## config.mk

```make
export PLATFORM = sky130hd
export DESIGN_NAME = insn_exec
export DESIGN_NICKNAME = d
export VERILOG_FILES = /design/src/pkg/exec_pkg.sv /design/src/verilog/addr_resolve.sv /design/src/verilog/insn_exec.sv
export SDC_FILE = /design/constraint.sdc
export NUM_CORES = 1
export LEC_CHECK = 0
export BUFFER_PORTS_ARGS = -buffer_cell sky130_fd_sc_hd__buf_2
export CAP_MARGIN = 20
export CORE_MARGIN = 3
export CORE_UTILIZATION = 35
export CTS_CLUSTER_DIAMETER = 120
export CTS_CLUSTER_SIZE = 25
export DETAILED_ROUTE_END_ITERATION = 8
export GPL_TIMING_DRIVEN = 0
export HOLD_SLACK_MARGIN = 0.12
export SLEW_MARGIN = 0
export SYNTH_ARGS = -nofsm -noshare
export SYNTH_HDL_FRONTEND = slang
export SYNTH_SLANG_ARGS = --single-unit
```

## constraint.sdc

```tcl
create_clock -name i_clk -period 1.5 [get_ports i_clk]
set_clock_uncertainty 0.15 [all_clocks]
set_input_delay 0.225 -clock i_clk [delete_from_list [all_inputs] [get_ports i_clk]]
set_output_delay 0.225 -clock i_clk [all_outputs]
set_load 0.03 [all_outputs]
```

## src/pkg/exec_pkg.sv

```systemverilog
// Constants for the clear/kick/invert instruction execution block
// What this block does
// - A watchdog kick loads zero into the watchdog counter, restarting its interval.
// - A watchdog kick clears the watchdog postscaler to zero in the same execution.
// - A watchdog kick sets both the timeout flag and the sleep flag to one.
// - An invert instruction produces the bitwise complement of the addressed byte.
// - With destination bit zero the inverted byte goes to the accumulator, memory untouched.
// - With destination bit one the inverted byte is written back to the addressed byte.
// - With access bit zero the operand sits in the access bank, bank pointer ignored.
// - With access bit one the operand bank comes from the bank pointer.
// - A zero-register instruction writes zero to the addressed byte and sets the null flag.
package exec_pkg;
    localparam logic [15:0] KICK_WORD      = 16'h0004;
    localparam logic [6:0]  ZERO_OPC       = 7'h35;
    localparam logic [5:0]  INVERT_OPC     = 6'h07;
    localparam int          ACCESS_BIT     = 8;
    localparam int          DEST_BIT       = 9;
    localparam logic [3:0]  ACCESS_BANK_LO = 4'h0;
    localparam logic [3:0]  ACCESS_BANK_HI = 4'hF;
    localparam logic [7:0]  ACCESS_SPLIT   = 8'h80;
    localparam logic [7:0]  ZERO_BYTE      = 8'h00;
    localparam int          PHASES         = 4;
    typedef enum logic [1:0] {
        PH_DECODE  = 2'b00,
        PH_READ    = 2'b01,
        PH_PROCESS = 2'b10,
        PH_WRITE   = 2'b11
    } phase_t;
    typedef enum logic [1:0] {
        OP_NONE   = 2'b00,
        OP_KICK   = 2'b01,
        OP_ZERO   = 2'b10,
        OP_INVERT = 2'b11
    } op_t;
endpackage

```

## src/verilog/addr_resolve.sv

```systemverilog
// Operand bank resolution from access bit and bank pointer
module addr_resolve
    import exec_pkg::*;
(
    input  wire logic [7:0]  i_file,
    input  wire logic        i_access,
    input  wire logic [3:0]  i_bank_pointer,
    output logic      [11:0] o_addr
);
    always_comb begin
        if (i_access) begin
            o_addr = {i_bank_pointer, i_file};
        end else if (i_file < ACCESS_SPLIT) begin
            o_addr = {ACCESS_BANK_LO, i_file};
        end else begin
            o_addr = {ACCESS_BANK_HI, i_file};
        end
    end
endmodule

```

## src/verilog/insn_exec.sv

```systemverilog
// Four-phase execution of watchdog kick, zero-register and invert-register
module insn_exec
    import exec_pkg::*;
(
    input  wire logic        i_clk,
    input  wire logic        i_resetn,
    input  wire logic        i_insn_valid,
    input  wire logic [15:0] i_insn,
    input  wire logic [3:0]  i_bank_pointer,
    input  wire logic [7:0]  i_mem_rdata,
    output logic             o_busy,
    output logic [11:0]      o_mem_addr,
    output logic             o_mem_rd,
    output logic             o_mem_we,
    output logic [7:0]       o_mem_wdata,
    output logic             o_acc_we,
    output logic [7:0]       o_acc_wdata,
    output logic             o_wdt_clear,
    output logic             o_post_clear,
    output logic             o_timeout_flag,
    output logic             o_sleep_flag,
    output logic             o_flag_we,
    output logic             o_null_flag,
    output logic             o_msb_flag
);
    phase_t      phase_q;
    op_t         op_q;
    op_t         op_d;
    logic [15:0] insn_q;
    logic [7:0]  result_q;
    logic [11:0] addr_w;

    // Unknown words are taken but act as no-ops so the phase walk stays regular
    always_comb begin
        op_d = OP_NONE;
        if (i_insn == KICK_WORD) begin
            op_d = OP_KICK;
        end else if (i_insn[15:9] == ZERO_OPC) begin
            op_d = OP_ZERO;
        end else if (i_insn[15:10] == INVERT_OPC) begin
            op_d = OP_INVERT;
        end
    end

    addr_resolve u_addr (
        .i_file         (insn_q[7:0]),
        .i_access       (insn_q[ACCESS_BIT]),
        .i_bank_pointer (i_bank_pointer),
        .o_addr         (addr_w)
    );

    always_ff @(posedge i_clk) begin
        if (!i_resetn) begin
            phase_q <= PH_DECODE;
            op_q    <= OP_NONE;
            insn_q  <= 16'h0000;
            o_busy  <= 1'b0;
        end else begin
            unique case (phase_q)
                PH_DECODE: begin
                    if (i_insn_valid) begin
                        phase_q <= PH_READ;
                        op_q    <= op_d;
                        insn_q  <= i_insn;
                        o_busy  <= 1'b1;
                    end
                end
                PH_READ:    phase_q <= PH_PROCESS;
                PH_PROCESS: phase_q <= PH_WRITE;
                PH_WRITE: begin
                    phase_q <= PH_DECODE;
                    o_busy  <= 1'b0;
                end
            endcase
        end
    end

    // Memory address and read strobe in the read phase
    always_ff @(posedge i_clk) begin
        if (!i_resetn) begin
            o_mem_addr <= 12'h000;
            o_mem_rd   <= 1'b0;
        end else begin
            if (phase_q == PH_DECODE && i_insn_valid) begin
                o_mem_addr <= 12'h000;
            end else if (phase_q == PH_READ) begin
                o_mem_addr <= addr_w;
            end
            o_mem_rd <= (phase_q == PH_READ) && (op_q == OP_INVERT);
        end
    end

    // Result computed in the process phase from the byte returned by memory
    always_ff @(posedge i_clk) begin
        if (!i_resetn) begin
            result_q <= ZERO_BYTE;
        end else if (phase_q == PH_PROCESS) begin
            if (op_q == OP_INVERT) begin
                result_q <= ~i_mem_rdata;
            end else begin
                result_q <= ZERO_BYTE;
            end
        end
    end

    // Destination writes land in the write phase as one-cycle pulses
    always_ff @(posedge i_clk) begin
        if (!i_resetn) begin
            o_mem_we    <= 1'b0;
            o_mem_wdata <= ZERO_BYTE;
            o_acc_we    <= 1'b0;
            o_acc_wdata <= ZERO_BYTE;
            o_flag_we   <= 1'b0;
            o_null_flag <= 1'b0;
            o_msb_flag  <= 1'b0;
        end else begin
            o_mem_we  <= 1'b0;
            o_acc_we  <= 1'b0;
            o_flag_we <= 1'b0;
            if (phase_q == PH_WRITE) begin
                if (op_q == OP_ZERO) begin
                    o_mem_we    <= 1'b1;
                    o_mem_wdata <= ZERO_BYTE;
                    o_flag_we   <= 1'b1;
                    o_null_flag <= 1'b1;
                    o_msb_flag  <= 1'b0;
                end else if (op_q == OP_INVERT) begin
                    o_mem_we    <= insn_q[DEST_BIT];
                    o_acc_we    <= !insn_q[DEST_BIT];
                    o_mem_wdata <= result_q;
                    o_acc_wdata <= result_q;
                    o_flag_we   <= 1'b1;
                    o_null_flag <= (result_q == ZERO_BYTE);
                    o_msb_flag  <= result_q[7];
                end
            end
        end
    end

    // Watchdog kick acts in the process phase
    always_ff @(posedge i_clk) begin
        if (!i_resetn) begin
            o_wdt_clear    <= 1'b0;
            o_post_clear   <= 1'b0;
            o_timeout_flag <= 1'b0;
            o_sleep_flag   <= 1'b0;
        end else begin
            o_wdt_clear  <= (phase_q == PH_PROCESS) && (op_q == OP_KICK);
            o_post_clear <= (phase_q == PH_PROCESS) && (op_q == OP_KICK);
            if (phase_q == PH_PROCESS && op_q == OP_KICK) begin
                o_timeout_flag <= 1'b1;
                o_sleep_flag   <= 1'b1;
            end
        end
    end

    // Helper count of busy cycles; a stuck phase walk would run it past the span
    logic [1:0] span_q;

    always_ff @(posedge i_clk) begin
        if (!i_resetn) begin
            span_q <= 2'b00;
        end else if (o_busy) begin
            span_q <= span_q + 2'b01;
        end else begin
            span_q <= 2'b00;
        end
    end
endmodule

```

Word level (Yosys, flattened, before mapping)

Index checks and enable logic that the tools add are counted.
Widths: inputs -> output; s select.

Reductions and logical operators: 15
Magnitude comparators: 1
Multiplexer cells: 20
Eq/ne operators: 10
Bitwise gates (word level): 5

Operator list:

| cell                | number |
|---|---|
| $mux 12             | 2 |
| $mux 8              | 3 |
| $eq 16x3->1 const B | 1 |
| $mux 1              | 9 |
| $eq 2x2->1 const B  | 4 |
| $logic_not 8->1     | 1 |
| $lt 8x8->1 const B  | 1 |
| $mux 2              | 4 |
| $not 8->8           | 1 |
| $pmux 2 s4          | 1 |
| $reduce_and 2->1    | 4 |
| $eq 7x6->1 const B  | 1 |
| $eq 6x3->1 const B  | 1 |
| $eq 2x1->1 const B  | 2 |
| $not 1->1           | 4 |
| $reduce_bool 2->1   | 2 |
| $reduce_or 4->1     | 1 |
| $logic_and 1x1->1   | 3 |
| $reduce_and 3->1    | 1 |
| $logic_not 2->1     | 1 |
| $ne 2x2->1 const B  | 1 |
| $pmux 1 s2          | 1 |
| $reduce_or 2->1     | 1 |
| $logic_not 1->1     | 1 |

Input bits: 31
Flip-flop bits (word level): 59
Output and inout port bits: 39

Logic depth before layout (Yosys ltp)

Gate-level depths: netlist (run 1).

Word-level depth: 4
Mapped depth: 6

Cells and area by module

From an unflattened synthesis (run 1), not the netlist that was laid out.

Cell total of the unflattened synthesis: 256
Area, all modules: 2331.0 µm²

By module, submodules not included:

| module       | instances | area each (µm²) | cells each |
|---|---|---|---|
| insn_exec    | 1         | 2225.9          | 244 |
| addr_resolve | 1         | 105.1           | 12 |

Worst setup path before layout (run 1)

No wires, ideal clock.

Path kind: reg2reg
Start point: register phase_q[0]
End point: register insn_q[8]
Library setup time: 0.070 ns
Arrival: 1.196 ns
Cell stages (with the launch flop): 7
Data required time: 1.280 ns
Setup slack: 0.084 ns
Path through: dfxtp_1 > inv_1 > ha_1 > nand2_1 > buf_2 > nand2_1 > a21oi_1

Word-level cells in the longest chain between the ends: 2

RTL lines:

| item                       | line            | RTL |
|---|---|---|
| start: declaration         | insn_exec.sv:26 | `phase_t phase_q;` |
| start signal: assignment   | insn_exec.sv:54 | `phase_q <= PH_DECODE;` |
| start signal: assignment   | insn_exec.sv:62 | `phase_q <= PH_READ;` |
| start signal: assignment   | insn_exec.sv:68 | `PH_READ: phase_q <= PH_PROCESS;` |
| $logic_not 2->1            | insn_exec.sv:59 | `unique case (phase_q)` |
| $reduce_and 2->1 (no line) | -               |  |
| end signal: assignment     | insn_exec.sv:64 | `insn_q <= i_insn;` |
| end: declaration           | insn_exec.sv:29 | `logic [15:0] insn_q;` |

Every way passes these cells.
A chain may end at the register's enable or synchronous reset.

Worst setup path in the final report (run 1)

Start point: input i_insn[5]
End point: register op_q[0]

Word-level cells in the longest chain between the ends: 2

RTL lines:

| item                   | line            | RTL |
|---|---|---|
| start: declaration     | insn_exec.sv:8  | `input wire logic [15:0] i_insn,` |
| $eq 16x3->1            | insn_exec.sv:36 | `if (i_insn == KICK_WORD) begin` |
| $mux 2                 | insn_exec.sv:36 |  |
| end signal: assignment | insn_exec.sv:63 | `op_q <= op_d;` |
| end: declaration       | insn_exec.sv:27 | `op_t op_q;` |

Every way passes these cells.

==> reports/metrics.csv, run 1 <==
stage,metric,value,unit
cts,clock-sinks,58,
sta,worstMarginPinSlew,557,ps
drt,dr.pass1.iters,6,
power,p_total,4.83,mW
floorplanning,die_x,85.9,um
power,power.density,1450,mW/mm2
yosys,synth-xor-area-share,0,%
hold_path,hold_class,input port to register,
yosys,synth_mux_area_share,4.04,%
place,gp_congestion,0.786,
setup_path,worst_path_max_delay_cell,dlygate4sd3_1,
drt,drc_errors,0,
floorplanning,die_area,0.00737,mm2
floorplanning,row_count,28,
sta,post-route-period-util,98.9,%
grt,grt_max_degree,11,
power,p_switching,1.38,mW
power,seq_power_share,36.9,%
place,placed_cells,392,
setup_path,crit_buf_inv,2,
grt,first_global_vias,2062,
layout,final.fill_count,554,
yosys,yosysWarnings,0,
grt,overflow,0,
place,placed_cell_area,0.00267,mm2
yosys,synth-seq-cells,58,
yosys,synth_top_area_cell,dfxtp_1,
power,p_sw_share,28.7,%
setup_path,crit_chain,dlygate4sd3_1 -> buf_2 -> nor4_1 -> nand3_1 -> o22ai_1,
sta,hold_violations,0,
cts,htreeDepth,3,
layout,seq_area,0.00117,mm2
yosys,netlist_area,0.00223,mm2
yosys,syn_inst,248,
sta,drv_slew,0,
cts,clk_pin_slew,60,ps
setup_path,critPathMaxStageDelay,550,ps
cts,cts_tree,yes,
setup_path,r2r_start,phase_q[1],
place,post-place-ws,-172,ps
setup_path,criticalPathCategory,input port to register,
setup_path,required,1610,ps
hold_path,hold_path_depth,4,
sta,rsz0062_at_grt,true,
power,p_clk_share,36.8,%
layout,finalNonFillerCells,440,
drt,ant_nets,0,
grt,antenna_found_initial,0,
yosys,synthAdderAreaFrac,2.80,%
layout,drive_gt1_share,31.2,%
setup_path,reg2reg_to,o_mem_addr[8],
yosys,synthesis.nets,284,
place,io_buffers,69,
layout,layout.nets,396,
layout,syn2layout_area_growth,48.9,%
cts,cts_buffers,9,
cts,cts_root_buf,clkbuf_8,
setup_path,path_delay_family,buffers and inverters,
floorplanning,die_h,85.9,um
sta,finalCriticalPeriod,1480,ps
power,p_int,3.44,mW
drt,routed_wl,6.17,mm
power,irDropWorstVdd,0.000755,V
layout,mostFrequentLayoutCells,"buf_2 (74), dfxtp_1 (56), nand2_1 (48)",
run,maxCapViolations,0,
layout,postLayoutCellArea,0.00332,mm2
drt,drt-initial-drc-count,80,
setup_path,start_kind,input port,
setup_path,arrival,1590,ps
floorplanning,start_util,36.8,%
yosys,synth_top_family_by_area,simple AND/OR/NAND/NOR gates,
drt,post_drt_wl_per_cell,14.0,um
hold_path,hold_start,i_insn_valid,
layout,multi_input_area,0.00101,mm2
cts,cts_buffer_depth,2,
yosys,synth-compound-area-share,13.7,%
sta,setup_violations,0,
sta,max_freq,674,MHz
power,leakagePower,1.45,nW
setup_path,cp_max_fo,2,
yosys,synth-simple-area-share,22.4,%
grt,grt_pass1_wl,9.78,mm
hold_path,hold_end,o_mem_addr[9],
sta,fin_tns_setup,0,ps
floorplanning,fp.coreArea,0.00606,mm2
layout,final_common_cell,buf_2,
drt,vias,2127,
grt,track_usage,17.0,%
yosys,synth_seq_area_share,52.0,%
cts,insertion_delay,330,ps
setup_path,r2r_setup_slack,50,ps
sta,slew_headroom,62.9,%
drt,viasPerCell,4.83,
yosys,synth_area_leaders,"dfxtp_1 (52%), nand2_1 (8.4%), a21oi_1 (8.1%)",
layout,n_antenna_cell,0,
place,dp_hpwl,4.08,mm
setup_path,worstRegToRegCells,6,
yosys,netlist-cell-type-count,31,
yosys,synth_top_area_share,52.0,%
outcome,status,"complete, no violations",
power,power_frac_comb,26.2,%
sta,setup_slack,16.3,ps
floorplanning,pin_count,70,
yosys,syn_avg_cell_area,9.00,um2
setup_path,cp-end-kind,register,
-- synth_stat cells (all sizes together) --
master  count
nor4        4
o22ai       1
a21oi      36
ha          5
o21a        1
nor2       15
a221oi      1
nor4bb      1
nand2b     10
nand2      51
a21o        1
and2        1
o21ai       1
nor3        2
clkbuf      3
and3        2
mux2i       9
nand4b      8
nand3       3
inv         4
and4b       2
a211oi      2
a31oi       5
buf        14
o211ai      4
and4        2
dfxtp      58
a21boi      2
-- how the worst max path moves through the flow --
stage                from       endpoint  slack (ps)  cells past startpoint
4_1_cts        phase_q[1]      insn_q[1]          -6                      6
3_5_place_dp   phase_q[0]      insn_q[1]        -170                      6
2_1_floorplan  phase_q[0]      insn_q[8]          80                      6
5_1_grt        phase_q[1]  o_mem_addr[7]          -4                      6
3_3_place_gp   phase_q[0]      insn_q[8]        -160                      6
6_report        i_insn[5]        op_q[0]          20                      5
-- state kept, by name, summed over array words and instances (netlist names) --
name          cells
o_busy            1
o_mem_we          1
o_acc_we          1
phase_q           2
o_sleep_flag      1
o_post_clear      1
o_mem_addr       12
op_q              2
o_null_flag       1
insn_q           10
result_q          8
o_mem_wdata       8
o_acc_wdata       8
o_mem_rd          1
o_flag_we         1
-- worst register-to-register path, cell delays in order (launching register included) --
cell and delay [ps]:
dfxtp_2 370, inv_1 110, ha_1 200, buf_6 130, buf_4 140, o211ai_1 180
a31oi_1 60
-- cell type report --
cell class / count / share of cell area (%)
Sequential cell: 58 / 35.1
Multi-Input combinational cell: 169 / 30.3
Timing Repair Buffer: 101 / 19.8
Clock buffer: 11 / 4.56
Buffer: 17 / 3.95
Clock inverter: 5 / 3.01
Tap cell: 75 / 2.82
Inverter: 4 / 0.452
-- repair_timing --
action,CTS,global route
endpoints found under the hold margin,24,0
gates resized for setup,8,17
buffers inserted,0,3
hold buffers,29,0
setup endpoints to repair,30,47
-- power groups by stage --
stage | combinational [mW] | clock, mW | sequential, mW
2_1_floorplan | 0.596 | 0 | 1.88
3_3_place_gp | 0.960 | 0 | 1.79
3_5_place_dp | 0.969 | 0 | 1.79
4_1_cts | 1.07 | 1.81 | 1.76
5_1_grt | 1.38 | 1.88 | 1.80
6_report | 1.27 | 1.78 | 1.78
-- kinds of logic after synthesis --
| kind of cell | Yosys count |
|---|---|
| mux | 9 |
| compound gates | 54 |
| fa+ha+maj | 5 |
| simple gates | 101 |
| flops | 58 |
| buf+inv | 21 |
-- per-layer routing --
metal | track usage (%) | part of all wire, % | vias to the layer above
met3 | 3.46 | 4.9 | 14
met1 | 22.0 | 46 | 973
met2 | 26.3 | 47 | 62
met4 | 9.35 | 2.7 | 0
li1 | - | - | 1078
met5 | 0 | 0 | -
-- per-stage QoR --
step / utilization, % / hold slack, ps
after floorplan: - / 211
after global placement: 44.1 / 289
after detailed placement: 44.1 / 290
after CTS: 53.4 / 174
after global routing: 54.8 / 180
final: 54.8 / 171
Power figures use the tool's default switching activity.
==> run 2: changes to the inputs <==
- SETUP_SLACK_MARGIN: default -> 0.1
==> run 2 against run 1 <==
Combinational power rose by 16%. Non-clock buffer count rose by 3. Via count rose by 3.3%. Wire length rose by 4.8%. Sequential share of layout area fell by 1.1 points. Sequential power barely moved. Largest power group unchanged.
==> reports/metrics.csv, run 2 (synthesis gave the netlist of run 1 again) <==
stage,metric,value,unit
sta,drv_slew,0,
outcome,status,"complete, no violations",
setup_path,arrival,1500,ps
grt,grt_pass1_wl,10.2,mm
layout,largest_register_ffs,12,
sta,slew_headroom,58.7,%
layout,mostFrequentLayoutCells,"buf_2 (73), dfxtp_1 (56), nand2_1 (47)",
floorplanning,row_count,28,
sta,max_freq,706,MHz
power,irDropWorstVdd,0.000766,V
grt,overflow,0,
setup_path,required,1580,ps
grt,first_global_vias,2108,
place,gp_congestion,0.790,
sta,finalCriticalPeriod,1420,ps
hold_path,hold_path_depth,3,
drt,drt-initial-drc-count,97,
sta,setup_violations,0,
floorplanning,die_area,0.00737,mm2
layout,final_common_cell,buf_2,
cts,insertion_delay,330,ps
power,power.density,1420,mW/mm2
grt,track_usage,17.8,%
run,maxCapViolations,0,
place,io_buffers,69,
setup_path,crit_buf_inv,2,
setup_path,cp_max_fo,9,
power,leakagePower,1.48,nW
drt,routed_wl,6.46,mm
layout,layout.nets,399,
setup_path,path_delay_family,flip-flops,
cts,htreeDepth,3,
sta,post-route-period-util,94.4,%
cts,cts_buffer_depth,2,
drt,vias,2197,
cts,cts_buffers,9,
layout,syn2layout_area_growth,53.9,%
layout,regMostFlops,o_mem_addr,
sta,worstMarginPinSlew,620,ps
drt,post_drt_wl_per_cell,14.6,um
setup_path,worst_path_max_delay_cell,dfxtp_4,
layout,drive_gt1_share,34.6,%
layout,reg_top3,"o_mem_addr x12, insn_q x10",
sta,whs,162,ps
floorplanning,pin_count,70,
setup_path,crit_chain,inv_2 -> ha_1 -> clkbuf_8 -> and4b_1 -> a21o_1,
cts,cts_root_buf,clkbuf_8,
setup_path,critPathMaxStageDelay,380,ps
layout,n_antenna_cell,0,
setup_path,cp-end-kind,register,
sta,rsz0062_at_grt,true,
power,p_total,4.86,mW
setup_path,criticalPathCategory,register to register,
floorplanning,start_util,36.8,%
cts,clk_pin_slew,60,ps
layout,final.fill_count,550,
drt,dr.pass1.iters,6,
drt,viasPerCell,4.97,
drt,ant_nets,0,
sta,hold_violations,0,
layout,finalNonFillerCells,442,
drt,drc_errors,0,
setup_path,worstRegToRegCells,5,
place,placed_cells,392,
cts,cts_tree,yes,
setup_path,worstSetupPathDepth,5,
cts,clock-sinks,58,
floorplanning,die_x,85.9,um
place,dp_hpwl,4.14,mm
setup_path,start_kind,register,
layout,post-route-util,56.7,%
grt,antenna_found_initial,0,
floorplanning,fp.coreArea,0.00606,mm2
grt,grt_max_degree,11,
floorplanning,die_h,85.9,um
hold_path,hold_class,input port to register,
-- run 2: cell types whose count changed in the layout (fill, tap and decap cells not counted), moves of 2 or more --
| cell | delta |
|---|---|
| dlymetal6s4s_1 | +2 |
| mux2i_1 | -2 |
| a21oi_2 | +4 |
| buf_8 | +2 |
| clkbuf_1 | +2 |
| dlygate4sd3_1 | -2 |
| clkinv_2 | -2 |
| a21oi_1 | -4 |
| mux2i_2 | +2 |
-- run 2: power breakdown --
part	switching (mW)	internal [mW]	total, mW	leakage [nW]
registers	0.111	1.69	1.80	0.471
logic	0.745	0.729	1.47	0.903
clock network	0.572	1.02	1.59	0.110
-- run 2: worst min-delay path, delay by kind of cell --
family	cells	cell delay, ps
AOI/OAI and AO/OA	1	70
buffers and inverters	1	130
and+or+nand+nor	1	170
-- run 2: timing repair --
item,4_1_cts,5_1_grt
hold buffers,29,0
endpoints found under the hold margin,24,0
resized for setup,19,28
gates cloned,0,1
pin swaps,0,12
setup buffers,3,2
setup endpoints to repair,55,51
-- run 2: final cells by class --
class                           instances  area (um2)  area share [%]
Multi-Input combinational cell        169        1060            31.0
Inverter                                4        17.5           0.510
Sequential cell                        58        1170            34.0
Clock inverter                          2        60.1            1.75
Clock buffer                           13         159            4.63
Tap cell                               75        93.8            2.73
Buffer                                 17         149            4.34
Timing Repair Buffer                  104         722            21.0
-- run 2: per-layer routing --
layer  routed length, um  track usage (%)  vias up
met5                   0                0        -
met4                 179             8.49        0
met3                 369             4.71       20
met2                3070             28.9       76
met1                2840             21.7     1017
li1                    -                -     1084
-- run 2: path summary, 6_finish.rpt --
path | to | slack [ps] | start
max | o_sleep_flag | 80 | phase_q[0]
min | phase_q[0] | 160 | i_insn_valid
max reg2reg | o_sleep_flag | 80 | phase_q[0]
min reg2reg | o_mem_wdata[1] | 300 | o_mem_wdata[1]
-- run 2: metrics by stage --
stage	area [um2]	TNS, ps	setup slack (ps)
6_report	3430	0	84.1
5_1_grt	3430	0	34.1
4_1_cts	3280	0	71.4
3_5_place_dp	2670	-3220	-157
3_3_place_gp	2670	-2750	-125
2_1_floorplan	2230	0	116
==> run 3: changes to the inputs <==
- SYNTH_HIERARCHICAL: default -> 1
==> run 3 against run 2 <==
Count of clock-buffer cells in the layout down 3. Maximum frequency is 2.1% lower. Global-route usage fell by 0.60 points. Critical endpoint is now o_mem_addr[8]. Highest routed layer unchanged.
==> reports/metrics.csv, run 3 <==
stage,metric,value,unit
setup_path,start_kind,register,
setup_path,crit_start,phase_q[1],
cts,clk_pin_slew,70,ps
yosys,syn_inst,256,
power,p_int,3.34,mW
setup_path,worst_path_max_delay_cell,dfxtp_4,
setup_path,critPathMaxStageDelay,390,ps
power,p_sw_share,30.4,%
grt,track_usage,17.2,%
setup_path,criticalPathCategory,register to register,
layout,mostFrequentLayoutCells,"buf_2 (70), dfxtp_1 (55), nand2_1 (42)",
grt,antenna_found_initial,0,
setup_path,crit_buf_inv,4,
setup_path,crit_chain,inv_4 -> ha_4 -> buf_6 -> buf_12 -> buf_8 -> mux2i_2 -> nor2_1,
sta,post-route-period-util,96.4,%
floorplanning,die_h,87.6,um
yosys,netlist_area,0.00233,mm2
layout,final.fill_count,590,
grt,grt_pass1_wl,9.98,mm
power,irDropWorstVdd,0.000827,V
yosys,synth-seq-cells,58,
cts,insertion_delay,340,ps
sta,whs,107,ps
cts,htreeDepth,3,
power,power_frac_comb,32.6,%
layout,layout.nets,412,
place,gp_congestion,0.777,
cts,cts_buffer_depth,2,
yosys,synth_area_leaders,"dfxtp_1 (50%), a21oi_1 (7.7%), nand2_1 (7.4%)",
run,maxCapViolations,0,
setup_path,cp-end-kind,register,
grt,overflow,0,
floorplanning,die_x,87.6,um
drt,drt-initial-drc-count,59,
layout,largest_register_ffs,12,
setup_path,arrival,1530,ps
floorplanning,row_count,29,
floorplanning,start_util,36.5,%
layout,n_antenna_cell,0,
sta,max_freq,692,MHz
power,seq_power_share,36.9,%
hold_path,hold_class,input port to register,
sta,finalCriticalPeriod,1450,ps
drt,routed_wl,6.45,mm
yosys,synth_commonest_cells,"dfxtp_1 (58), nand2_1 (46), a21oi_1 (36)",
floorplanning,pin_count,70,
yosys,yosysWarnings,6,
cts,cts_buffers,9,
cts,clock-sinks,58,
drt,drc_errors,0,
drt,viasPerCell,4.79,
grt,first_global_vias,2131,
setup_path,required,1590,ps
sta,setup_violations,0,
yosys,synthesis.nets,292,
drt,post_drt_wl_per_cell,14.1,um
power,p_switching,1.46,mW
yosys,synthMostInstantiatedCell,dfxtp_1,
yosys,syn_avg_cell_area,9.11,um2
power,leakagePower,1.54,nW
sta,hold_violations,0,
setup_path,worstSetupPathDepth,7,
layout,drive_gt1_share,40.2,%
power,p_clk_share,30.5,%
yosys,synth_seq_area_share,49.8,%
sta,drv_slew,0,
grt,grt_max_degree,12,
setup_path,r2r_start,phase_q[1],
layout,final_common_cell,buf_2,
layout,regMostFlops,o_mem_addr,
yosys,synth_edf_count,0,
place,io_buffers,69,
yosys,synth_top_area_share,49.8,%
setup_path,path_delay_family,buffers and inverters,
hold_path,hold_path_depth,2,
yosys,synth_top_area_cell,dfxtp_1,
layout,reg_top3,"o_mem_addr x12, insn_q x10",
layout,postLayoutCellArea,0.00359,mm2
sta,worstMarginPinSlew,579,ps
yosys,netlist-cell-type-count,34,
drt,vias,2194,
setup_path,worstRegToRegCells,7,
floorplanning,fp.coreArea,0.00639,mm2
cts,cts_root_buf,clkbuf_8,
drt,dr.pass1.iters,4,
yosys,synth_top_flop_cell,dfxtp_1,
layout,syn2layout_area_growth,53.9,%
sta,slew_headroom,61.4,%
drt,ant_nets,0,
yosys,async_flop_share,0,%
cts,cts_tree,yes,
power,power.density,1340,mW/mm2
floorplanning,die_area,0.00768,mm2
place,placed_cell_area,0.00277,mm2
hold_path,hold_start,i_resetn,
place,dp_hpwl,3.97,mm
sta,rsz0062_at_grt,true,
setup_path,cp_max_fo,5,
outcome,status,"complete, no violations",
## run 3: cell count changes in the layout (fill, tap and decap cells not counted), moves of 4 or more
cell and change:
buf_4 +11, nand3b_1 +8, nand4b_1 -8, mux2i_1 +5
nand2_1 -5, a31oi_1 -4, buf_6 +4, dlygate4sd3_1 +4
mux2_2 +4, o211ai_1 -4
## run 3: final timing paths
check / slack (ps) / end
max: 50 / o_mem_addr[8]
min: 110 / o_mem_rd
max reg2reg: 50 / o_mem_addr[8]
min reg2reg: 300 / o_mem_wdata[6]
## run 3: what timing repair did
action                                  4_1_cts  5_1_grt
setup buffers                                 5        3
pin swaps                                     1        8
gates cloned                                  1        0
endpoints found under the hold margin        29        4
hold buffers                                 28        3
endpoints found under the setup margin       53       41
gates resized for setup                      26       26
## run 3: cells by family after synthesis
kind of cell | Yosys count | share of synthesized area, %
adder cells (fa/ha/maj) | 5 | 2.68
buffers and inverters | 29 | 7.94
flip-flops | 58 | 49.8
AO/OA/AOI/OAI | 46 | 10.8
multiplexers | 17 | 7.51
AND/OR/NAND/NOR | 101 | 21.3
## run 3: final cells by class
cell class | count | area, um2 | area share, %
plain buffers | 25 | 215 | 6.00
clock buffers | 10 | 138 | 3.84
clock inverters | 6 | 66.3 | 1.85
inverters | 4 | 20.0 | 0.558
multi-input cells | 169 | 1110 | 31.0
flip-flops and latches | 58 | 1170 | 32.6
well taps | 77 | 96.3 | 2.68
repair buffers | 109 | 771 | 21.5
## run 3: metal layers
| layer | global-route usage (%) | vias to the layer above | routed length (um) |
|---|---|---|---|
| met2 | 28.8 | 63 | 3230 |
| li1 | - | 1106 | - |
| met4 | 8.09 | 0 | 102 |
| met3 | 5.17 | 10 | 305 |
| met1 | 20.0 | 1015 | 2810 |
| met5 | 0 | - | 0 |
## run 3: per-stage QoR
step                worst slack [ps]  TNS [ps]  total power, mW  utilization (%)  std cells
floorplan                        136         0             2.46                -        256
global placement               -15.2     -97.2             2.71             43.4        402
detailed placement             -28.2      -241             2.71             43.4        402
CTS                             80.1         0             4.62             53.5        452
global route                    13.7         0             5.01             56.2        458
finish                          54.2         0             4.80             56.2        458
## run 3: power groups by stage
stage | Sequential [mW] | Combinational, mW | Clock [mW]
finish | 1.77 | 1.57 | 1.46
global route | 1.79 | 1.68 | 1.55
CTS | 1.75 | 1.38 | 1.50
detailed placement | 1.75 | 0.957 | 0
global placement | 1.75 | 0.951 | 0
floorplan | 1.80 | 0.656 | 0
